[config.mk]
export PLATFORM = sky130hd
export DESIGN_NAME = rsq_sequencer
export DESIGN_NICKNAME = d
export VERILOG_FILES = /design/src/common/rsq_pkg.sv /design/src/core/rsq_reset_sync.sv /design/src/core/rsq_delay_counter.sv /design/src/core/rsq_sequencer.sv
export VERILOG_INCLUDE_DIRS = /design/src /design/src/common
export SDC_FILE = /design/constraint.sdc
export NUM_CORES = 1
export LEC_CHECK = 0
export BUFFER_PORTS_ARGS = -buffer_cell sky130_fd_sc_hd__buf_2
export CAP_MARGIN = 20
export CORE_MARGIN = 2
export CORE_UTILIZATION = 52
export DETAILED_ROUTE_END_ITERATION = 10
export HOLD_SLACK_MARGIN = 0.03
export PLACE_DENSITY_LB_ADDON = 0.3
export SETUP_SLACK_MARGIN = 0.4
export SYNTH_ARGS = -nofsm -noshare
export SYNTH_HDL_FRONTEND = slang
export SYNTH_SLANG_ARGS = --single-unit
[constraint.sdc]
create_clock -name clk -period 1.9 [get_ports clk]
set_input_delay 0.095 -clock clk [delete_from_list [all_inputs] [get_ports clk]]
set_output_delay 0.095 -clock clk [all_outputs]
set_load 0.03 [all_outputs]
[src/common/rsq_defines.svh]
// constants of the reset sequencer: offsets, fields, reset values, timing
`ifndef RSQ_DEFINES_SVH
`define RSQ_DEFINES_SVH

// ----------------------------------------------------------------------
// register byte offsets
// ----------------------------------------------------------------------
`define RSQ_ADR_STATUS 8'h00
`define RSQ_ADR_KEY 8'h04
`define RSQ_ADR_RSTFLAG 8'h08
`define RSQ_ADR_IRQ_STATUS 8'h0c
`define RSQ_ADR_IRQ_MASK 8'h10

// ----------------------------------------------------------------------
// field positions and widths
// ----------------------------------------------------------------------
`define RSQ_STATUS_TO 0
`define RSQ_STATUS_PDF 1
`define RSQ_STATUS_RUN 2
`define RSQ_STATUS_ARMED 3
`define RSQ_KEY_W 5
`define RSQ_IRQ_W 3
`define RSQ_IRQ_WDT_RESET 0
`define RSQ_IRQ_WDT_WAKE 1
`define RSQ_IRQ_KEY_RESET 2
`define RSQ_PORT_W 4

// ----------------------------------------------------------------------
// reset values and key codes
// ----------------------------------------------------------------------
`define RSQ_KEY_ENABLE 5'h0a
`define RSQ_KEY_DISABLE 5'h15
`define RSQ_KEY_RESET_VAL 5'h0a
`define RSQ_PORT_PRESET 4'hf

// ----------------------------------------------------------------------
// timing
// ----------------------------------------------------------------------
`define RSQ_CLK_PERIOD_NS 10
`define RSQ_POR_DELAY_NS 50000000
`define RSQ_WDT_DELAY_NS 16700000
`define RSQ_SOFT_DELAY_NS 1000
`define RSQ_CNT_W 23

`endif

[src/common/rsq_pkg.sv]
// types used by the reset sequencer module rsq_sequencer
`include "rsq_defines.svh"
package rsq_pkg;

   // sequencer phases
   typedef enum logic [1:0] {
      ST_POR_HOLD,
      ST_WDT_HOLD,
      ST_RUN
   } rsq_state_t;

   // whole state of the sequencer core
   typedef struct packed {
      rsq_state_t state;
      logic timeoutFlag;
      logic powerdownFlag;
      logic configResetFlag;
      logic [`RSQ_KEY_W-1:0] watchdogEnableKey;
      logic softArmed;
      logic [`RSQ_IRQ_W-1:0] irqStatus;
      logic [`RSQ_IRQ_W-1:0] irqMask;
      logic irq;
      logic ack;
      logic [31:0] datOut;
      logic coreResetn;
      logic pcSpClear;
      logic wdtClear;
      logic [`RSQ_PORT_W-1:0] portPreset;
   } rsq_state_s_t;

endpackage

[src/core/rsq_reset_sync.sv]
// two-flop release synchroniser for the asynchronous reset
`timescale 1ns/1ns
module rsq_reset_sync (
   // clock and raw reset
   input wire logic clk,
   input wire logic resetn,
   // synchronised reset
   output logic resetnSync
);

   typedef struct packed {
      logic stage1;
      logic stage2;
   } rsq_sync_t;

   rsq_sync_t s;
   rsq_sync_t next_s;

   // assert at once, release two edges later to avoid a metastable release
   always_comb begin
      next_s.stage1 = 1'b1;
      next_s.stage2 = s.stage1;
   end

   always_ff @(posedge clk or negedge resetn) begin
      if (!resetn) begin
         s <= '0;
      end else begin
         s <= next_s;
      end
   end

   assign resetnSync = s.stage2;

endmodule // rsq_reset_sync

[src/core/rsq_delay_counter.sv]
// loadable down-counter that pulses done when its delay has run out
`timescale 1ns/1ns
module rsq_delay_counter #(
   parameter int W = 23,
   parameter logic [W-1:0] RESET_COUNT = '0
) (
   // clock and reset
   input wire logic clk,
   input wire logic resetn,
   // control
   input wire logic load,
   input wire logic [W-1:0] loadValue,
   // status
   output logic done
);

   typedef struct packed {
      logic [W-1:0] count;
      logic running;
   } rsq_cnt_t;

   rsq_cnt_t s;
   rsq_cnt_t next_s;

   // a load restarts the count, done fires loadValue+1 cycles later
   always_comb begin
      next_s = s;
      if (load) begin
         next_s.count = loadValue;
         next_s.running = 1'b1;
      end else if (s.running) begin
         if (s.count == '0) begin
            next_s.running = 1'b0;
         end else begin
            next_s.count = s.count - 1'b1;
         end
      end
   end

   // counting starts straight out of reset for the power-on delay
   always_ff @(posedge clk or negedge resetn) begin
      if (!resetn) begin
         s.count <= RESET_COUNT;
         s.running <= 1'b1;
      end else begin
         s <= next_s;
      end
   end

   // done ignores load: the sequencer derives load from done, a loop otherwise
   assign done = s.running && (s.count == '0);

endmodule // rsq_delay_counter

[src/core/rsq_sequencer.sv]
// reset sequencer: start-up delays, reset-cause flags and core reset control
`timescale 1ns/1ns
`include "rsq_defines.svh"
module rsq_sequencer #(
   parameter int CNT_W = `RSQ_CNT_W,
   parameter int POR_DELAY_CYC =
      (`RSQ_POR_DELAY_NS + `RSQ_CLK_PERIOD_NS - 1) / `RSQ_CLK_PERIOD_NS,
   parameter int WDT_DELAY_CYC =
      (`RSQ_WDT_DELAY_NS + `RSQ_CLK_PERIOD_NS - 1) / `RSQ_CLK_PERIOD_NS,
   parameter int SOFT_DELAY_CYC =
      (`RSQ_SOFT_DELAY_NS + `RSQ_CLK_PERIOD_NS - 1) / `RSQ_CLK_PERIOD_NS
) (
   // clock and power-on reset
   input wire logic clk,
   input wire logic resetn,
   // wishbone classic slave
   input wire logic wb_cyc_i,
   input wire logic wb_stb_i,
   input wire logic wb_we_i,
   input wire logic [7:0] wb_adr_i,
   input wire logic [3:0] wb_sel_i,
   input wire logic [31:0] wb_dat_i,
   output logic [31:0] wb_dat_o,
   output logic wb_ack_o,
   // events from watchdog and core
   input wire logic wdtTimeout,
   input wire logic sleepMode,
   input wire logic haltExec,
   input wire logic clrWdtExec,
   // reset controls to core and peripherals
   output logic coreResetn,
   output logic pcSpClear,
   output logic wdtClear,
   output logic [`RSQ_PORT_W-1:0] portPreset,
   // reset-cause flags and key
   output logic timeoutFlag,
   output logic powerdownFlag,
   output logic configResetFlag,
   output logic [`RSQ_KEY_W-1:0] watchdogEnableKey,
   // interrupt
   output logic irq
);

   // ---------------------------------------------------------------
   // reset release and delay counter
   // ---------------------------------------------------------------
   localparam logic [CNT_W-1:0] POR_LOAD = CNT_W'(POR_DELAY_CYC - 1);
   localparam logic [CNT_W-1:0] WDT_LOAD = CNT_W'(WDT_DELAY_CYC - 1);
   localparam logic [CNT_W-1:0] SOFT_LOAD = CNT_W'(SOFT_DELAY_CYC - 1);

   logic rstnSync;
   logic cntLoad;
   logic [CNT_W-1:0] cntValue;
   logic cntDone;
   rsq_pkg::rsq_state_s_t s;
   rsq_pkg::rsq_state_s_t next_s;

   rsq_reset_sync u_reset_sync (
      .clk(clk),
      .resetn(resetn),
      .resetnSync(rstnSync)
   );

   // power-on delay starts counting the moment the reset releases
   rsq_delay_counter #(
      .W(CNT_W),
      .RESET_COUNT(POR_LOAD)
   ) u_delay (
      .clk(clk),
      .resetn(rstnSync),
      .load(cntLoad),
      .loadValue(cntValue),
      .done(cntDone)
   );

   // ---------------------------------------------------------------
   // bus decode
   // ---------------------------------------------------------------
   logic busReq;
   logic busWrite;
   logic lowLane;
   logic keyBad;
   logic inRun;

   // write lands at the edge where ack is seen high by the master
   assign busReq = wb_cyc_i && wb_stb_i;
   assign busWrite = busReq && wb_we_i && s.ack;
   assign lowLane = wb_sel_i[0];
   assign inRun = (s.state == rsq_pkg::ST_RUN);
   assign keyBad = (s.watchdogEnableKey != `RSQ_KEY_ENABLE) &&
      (s.watchdogEnableKey != `RSQ_KEY_DISABLE);

   // read mux, unmapped addresses read zero
   function automatic logic [31:0] readWord(input rsq_pkg::rsq_state_s_t st,
                                            input logic [7:0] adr);
      logic [31:0] w;
      w = '0;
      unique case (adr)
         `RSQ_ADR_STATUS: begin
            w[`RSQ_STATUS_TO] = st.timeoutFlag;
            w[`RSQ_STATUS_PDF] = st.powerdownFlag;
            w[`RSQ_STATUS_RUN] = st.coreResetn;
            w[`RSQ_STATUS_ARMED] = st.softArmed;
         end
         `RSQ_ADR_KEY: w[`RSQ_KEY_W-1:0] = st.watchdogEnableKey;
         `RSQ_ADR_RSTFLAG: w[0] = st.configResetFlag;
         `RSQ_ADR_IRQ_STATUS: w[`RSQ_IRQ_W-1:0] = st.irqStatus;
         `RSQ_ADR_IRQ_MASK: w[`RSQ_IRQ_W-1:0] = st.irqMask;
         default: w = '0;
      endcase
      return w;
   endfunction

   // ---------------------------------------------------------------
   // next state
   // ---------------------------------------------------------------
   // bus effects first, hardware events after so a set beats a clear
   always_comb begin
      next_s = s;
      cntLoad = 1'b0;
      cntValue = WDT_LOAD;
      next_s.pcSpClear = 1'b0;

      // one-cycle ack, dropped the cycle after it was given
      next_s.ack = busReq && !s.ack;
      if (busReq && !s.ack) begin
         next_s.datOut = readWord(s, wb_adr_i);
      end

      if (busWrite && lowLane) begin
         unique case (wb_adr_i)
            `RSQ_ADR_KEY:
               next_s.watchdogEnableKey = wb_dat_i[`RSQ_KEY_W-1:0];
            `RSQ_ADR_RSTFLAG:
               if (!wb_dat_i[0]) begin
                  next_s.configResetFlag = 1'b0;
               end
            `RSQ_ADR_IRQ_STATUS:
               next_s.irqStatus = s.irqStatus & ~wb_dat_i[`RSQ_IRQ_W-1:0];
            `RSQ_ADR_IRQ_MASK:
               next_s.irqMask = wb_dat_i[`RSQ_IRQ_W-1:0];
            default: begin
            end
         endcase
      end

      unique case (s.state)
         rsq_pkg::ST_POR_HOLD: begin
            // core, timer and ports held in their preset state
            next_s.coreResetn = 1'b0;
            next_s.wdtClear = 1'b1;
            next_s.portPreset = `RSQ_PORT_PRESET;
            if (cntDone) begin
               next_s.state = rsq_pkg::ST_RUN;
               next_s.coreResetn = 1'b1;
               next_s.wdtClear = 1'b0;
            end
         end
         rsq_pkg::ST_WDT_HOLD: begin
            // a further time-out here is ignored, the reset is already in force
            if (cntDone) begin
               next_s.state = rsq_pkg::ST_RUN;
               next_s.coreResetn = 1'b1;
               next_s.wdtClear = 1'b0;
            end
         end
         rsq_pkg::ST_RUN: begin
            // powerdown flag follows halt and clear-watchdog, halt wins a tie
            if (clrWdtExec) begin
               next_s.powerdownFlag = 1'b0;
            end
            if (haltExec) begin
               next_s.powerdownFlag = 1'b1;
            end

            if (wdtTimeout && sleepMode) begin
               // wake-up reset touches only program counter and stack pointer
               next_s.pcSpClear = 1'b1;
               next_s.timeoutFlag = 1'b1;
               next_s.powerdownFlag = 1'b1;
               next_s.irqStatus[`RSQ_IRQ_WDT_WAKE] = 1'b1;
            end else if (wdtTimeout) begin
               // full reset; powerdown flag is left as it was before
               next_s.state = rsq_pkg::ST_WDT_HOLD;
               next_s.timeoutFlag = 1'b1;
               next_s.powerdownFlag = s.powerdownFlag;
               next_s.coreResetn = 1'b0;
               next_s.wdtClear = 1'b1;
               next_s.portPreset = `RSQ_PORT_PRESET;
               next_s.watchdogEnableKey = `RSQ_KEY_RESET_VAL;
               next_s.softArmed = 1'b0;
               next_s.irqStatus[`RSQ_IRQ_WDT_RESET] = 1'b1;
               cntLoad = 1'b1;
               cntValue = WDT_LOAD;
            end else if (s.softArmed && cntDone) begin
               // bad key delay expired: reset once, even if the key was mended
               next_s.state = rsq_pkg::ST_WDT_HOLD;
               next_s.configResetFlag = 1'b1;
               next_s.coreResetn = 1'b0;
               next_s.wdtClear = 1'b1;
               next_s.portPreset = `RSQ_PORT_PRESET;
               next_s.watchdogEnableKey = `RSQ_KEY_RESET_VAL;
               next_s.softArmed = 1'b0;
               next_s.irqStatus[`RSQ_IRQ_KEY_RESET] = 1'b1;
               cntLoad = 1'b1;
               cntValue = WDT_LOAD;
            end else if (keyBad && !s.softArmed) begin
               next_s.softArmed = 1'b1;
               cntLoad = 1'b1;
               cntValue = SOFT_LOAD;
            end
         end
         default: begin
            // unused state code: hold the core and rerun the power-on delay
            next_s.state = rsq_pkg::ST_POR_HOLD;
            next_s.coreResetn = 1'b0;
            next_s.wdtClear = 1'b1;
            cntLoad = 1'b1;
            cntValue = POR_LOAD;
         end
      endcase

      next_s.irq = |(next_s.irqStatus & next_s.irqMask);
   end

   // ---------------------------------------------------------------
   // state register
   // ---------------------------------------------------------------
   // power-on values: flags clear, core held, ports preset high
   always_ff @(posedge clk or negedge rstnSync) begin
      if (!rstnSync) begin
         s.state <= rsq_pkg::ST_POR_HOLD;
         s.timeoutFlag <= 1'b0;
         s.powerdownFlag <= 1'b0;
         s.configResetFlag <= 1'b0;
         s.watchdogEnableKey <= `RSQ_KEY_RESET_VAL;
         s.softArmed <= 1'b0;
         s.irqStatus <= '0;
         s.irqMask <= '0;
         s.irq <= 1'b0;
         s.ack <= 1'b0;
         s.datOut <= '0;
         s.coreResetn <= 1'b0;
         s.pcSpClear <= 1'b0;
         s.wdtClear <= 1'b1;
         s.portPreset <= `RSQ_PORT_PRESET;
      end else begin
         s <= next_s;
      end
   end

   // ---------------------------------------------------------------
   // outputs
   // ---------------------------------------------------------------
   assign wb_ack_o = s.ack;
   assign wb_dat_o = s.datOut;
   assign coreResetn = s.coreResetn;
   assign pcSpClear = s.pcSpClear;
   assign wdtClear = s.wdtClear;
   assign portPreset = s.portPreset;
   assign timeoutFlag = s.timeoutFlag;
   assign powerdownFlag = s.powerdownFlag;
   assign configResetFlag = s.configResetFlag;
   assign watchdogEnableKey = s.watchdogEnableKey;
   assign irq = s.irq;

   // ---------------------------------------------------------------
   // assertions
   // ---------------------------------------------------------------
   a_port_preset: assert property (@(posedge clk) disable iff (!rstnSync)
      !coreResetn |-> portPreset == 4'hf && wdtClear)
      else $error("ports not preset high while core held");

   a_hold_release: assert property (@(posedge clk) disable iff (!rstnSync)
      $rose(coreResetn) |-> $past(cntDone) && $past(s.state) != rsq_pkg::ST_RUN)
      else $error("core released without expired delay");

   a_wdt_normal: assert property (@(posedge clk) disable iff (!rstnSync)
      inRun && wdtTimeout && !sleepMode
      |=> timeoutFlag && !coreResetn && powerdownFlag == $past(powerdownFlag))
      else $error("normal watchdog reset wrong");

   a_sleep_wake: assert property (@(posedge clk) disable iff (!rstnSync)
      inRun && wdtTimeout && sleepMode
      |=> pcSpClear && coreResetn && timeoutFlag && powerdownFlag ##1 !pcSpClear)
      else $error("sleep watchdog wake wrong");

   a_halt_pdf: assert property (@(posedge clk) disable iff (!rstnSync)
      inRun && haltExec && !wdtTimeout |=> powerdownFlag)
      else $error("halt did not set powerdown flag");

   a_clr_pdf: assert property (@(posedge clk) disable iff (!rstnSync)
      inRun && clrWdtExec && !haltExec && !wdtTimeout |=> !powerdownFlag)
      else $error("clear watchdog did not clear powerdown flag");

   a_por_flags: assert property (@(posedge clk)
      $rose(rstnSync) |-> !timeoutFlag && !powerdownFlag && !coreResetn)
      else $error("flags not clear after power-on");

   a_key_reset: assert property (@(posedge clk) disable iff (!rstnSync)
      $rose(configResetFlag) |-> $fell(coreResetn) &&
      watchdogEnableKey == 5'h0a)
      else $error("bad key reset wrong");

   a_wb_ack: assert property (@(posedge clk) disable iff (!rstnSync)
      busReq && !wb_ack_o |=> wb_ack_o ##1 !wb_ack_o)
      else $error("wishbone ack not one cycle");

endmodule // rsq_sequencer

==> qor.yml <==
status: "complete, but fails checks"
violations: "negative setup slack"
synthSimpleGateAreaFrac_pct: 22.0
swShare_pct: 24.0
tns_ns: -5.91
synthFlopType: "dfrtp_1"
gr-total-overflow: 0
clk_latency_ns: 0.31
met2_usage_pct: 47.7
clockRootBuffer: "clkbuf_8"
dpl_cell_area_um2: 3960
fin_nets: 528
ys_ff_latch: 53
max-slew-margin-rel_pct: 64.5
first_pass_iters: 5
hold_viol: 0
crit_fanout: 4
p_leak_nw: 2.22
synthMuxAreaShare_pct: 4.52
antenna_left: 0
cts_made_buffers: 5
core_um2: 5960
wl_per_cell_um: 17.1
worstReg2RegEnd: "u_delay.s[21]"
required_ns: 2.14
synth_top_family_by_area: "simple AND/OR/NAND/NOR gates"
finalWorstSetupSlack_ns: -0.315
power_density_nw_per_um2: 501
clock-sinks: 53
power.total_mw: 2.24
busiest_layer: "met2"
die_h_um: 83.0
synth.most_common_cell: "buf_4"
async_flop_share_pct: 100
cap_violations: 0
wl_mm: 9.38
grt_pass1_vias: 3148
switchingPower_mw: 0.539
drc: 0
antenna_found_initial: 0
holdCritStartpoint: "wb_dat_i[4]"
synth.distinct_cells: 62
pwr-share-comb_pct: 8.4
peakVddDrop_uv: 363
yosysWarnings: 0
fin_skew_ns: 0.0130
dp_slack_ns: -0.354
io_pins: 102
dieWidth_um: 83.0
synth_common_cells: "buf_4 (42), nand2_1 (38), dfrtp_1 (36)"
port_buffers: 40
use_met3_pct: 4.97
ys_top_cells_by_area: "dfrtp_1 (28%), dfstp_2 (14%), buf_4 (9.7%)"
place_inst: 523
setup_violations: 34
ys_seq_area_share_pct: 41.6
r2r_start: "u_delay.s[21]"
use_met1_pct: 31.6
critPathCaptureType: "register"
hp-class: "in -> reg"
intPower_mw: 1.70
rsz0062_at_grt: "yes"
cp.arrival_ns: 2.45
yosysTopAreaCellShare_pct: 27.8
synth_fa_ha_area_share_pct: 0.772
grt_pass1_wl_mm: 15.0
worstSetupPathType: "reg -> reg"
syn_avg_cell_area_um2: 9.32
synth_compound_area_share_pct: 16.8
cts_max_level: 2
hold-path-cell-count: 3
critPathLaunchType: "register"
period_share_pct: 117
drv_slew: 0
fp-row-count: 28
syn_inst: 348
grt_usage_pct: 26.4
post_route_cells_drive_above_1_share_pct: 46.8
power_frac_seq_pct: 51.0
reg2reg_depth: 8
fin_crit_ns: 2.22
worst_pin_slew_ns: 0.528
syn_area_um2: 3240
layout.cells.non_filler: 549
hold_ws_ns: 0.0443
fmax_mhz: 451
hpwl_mm: 6.71
design_area_um2: 4480
num_vias: 3149
gp_congestion: 0.948
rrSetupSlack_ns: -0.32
avgViaCountPerCell: 5.74
clkTransAtPathRegs_ns: 0.10
die_area_um2: 6880
cts_tree: "built"
diodes: 0
area_growth_syn_to_layout_pct: 38.1
synth_top_area_cell: "dfrtp_1"
grt_max_degree: 25
hold_end: "watchdogEnableKey[4]"
p_clk_share_pct: 40.6
synth_edf_count: 0
initial_utilization_pct: 54.4
drt-initial-drc-count: 169
utilization_pct: 75.2
clk_path_buf_depth: 2
synth_xor_area_share_pct: 1.89
==> worst max-delay path, stage by stage (launching register included) <==
cell,delay (ns)
dfrtp_1,0.41
or4_4,0.52
and4bb_4,0.36
and4_4,0.23
a211o_4,0.14
nor2_4,0.06
buf_4,0.16
buf_4,0.13
o2bb2ai_2,0.13
==> registers in the layout, indices dropped and copies added, names as in the netlist, 5 cells and up <==
signal             cells
u_delay.s             24
wb_dat_o               5
watchdogEnableKey      5
s                      9
==> per-layer routing <==
layer | wire length (um) | vias up
li1 | - | 1447
met1 | 3740 | 1531
met2 | 4850 | 148
met3 | 601 | 23
met4 | 186 | 0
met5 | 0 | -
==> how the worst max path moves through the flow <==
stage,endpoint,from
2_1_floorplan,u_delay.s[9],u_delay.s[20]
3_3_place_gp,u_delay.s[23],u_delay.s[2]
3_5_place_dp,u_delay.s[19],u_delay.s[21]
4_1_cts,u_delay.s[9],u_delay.s[21]
5_1_grt,u_delay.s[21],u_delay.s[21]
6_report,u_delay.s[21],u_delay.s[21]
==> layout make-up <==
cell class	instances	area [um2]
multi-input combinational	263	1840
fill	423	1480
clock buffer	5	68.8
tap	75	93.8
timing repair buffer	138	1000
timing repair inverter	1	6.26
sequential	53	1350
inverter	11	46.3
clock inverter	3	65.1
==> power by group through the flow <==
| stage | registers (mW) | logic, mW | clock network, mW |
|---|---|---|---|
| floorplan | 1.17 | 0.157 | 0 |
| global placement | 1.16 | 0.175 | 0 |
| detailed placement | 1.16 | 0.178 | 0 |
| CTS | 1.14 | 0.185 | 0.919 |
| global route | 1.14 | 0.202 | 0.974 |
| finish | 1.14 | 0.188 | 0.911 |
==> kinds of logic after synthesis <==
logic type / Yosys count
AO/OA/AOI/OAI: 73
buffers and inverters: 62
adder cells (fa/ha/maj): 2
flip-flops: 53
multiplexers: 13
other: 2
AND/OR/NAND/NOR: 136
XOR/XNOR: 7
==> repair_timing <==
item                                    4_1_cts  5_1_grt
buffers inserted                              8        5
gates cloned                                  1        0
endpoints found under the setup margin       37       40
endpoints found under the hold margin         4        0
gates resized for setup                      30       23
hold buffers                                  4        0
pin swaps                                    12       15
==> cell usage in the layout (no fill, tap or decap), drive strengths merged, types with 3 or more instances in the layout <==
| master | instances |
|---|---|
| buf | 134 |
| nand2 | 38 |
| dfrtp | 36 |
| conb | 32 |
| nor2 | 31 |
| dfstp | 17 |
| nor3 | 14 |
| a21oi | 14 |
| inv | 11 |
| mux2i | 9 |
| o21ai | 9 |
| nand3 | 8 |
| nor4 | 7 |
| a22o | 6 |
| nand4 | 5 |
| xor2 | 5 |
| o31ai | 5 |
| clkbuf | 5 |
| a211o | 5 |
| or4 | 5 |
| and3 | 4 |
| nand2b | 4 |
| dlygate4sd3 | 4 |
| a21o | 4 |
| a311oi | 4 |
| and2 | 3 |
| mux2 | 3 |
| o41ai | 3 |
| o22ai | 3 |
| and4 | 3 |
| a31oi | 3 |
(Power assumes the default switching activity.)
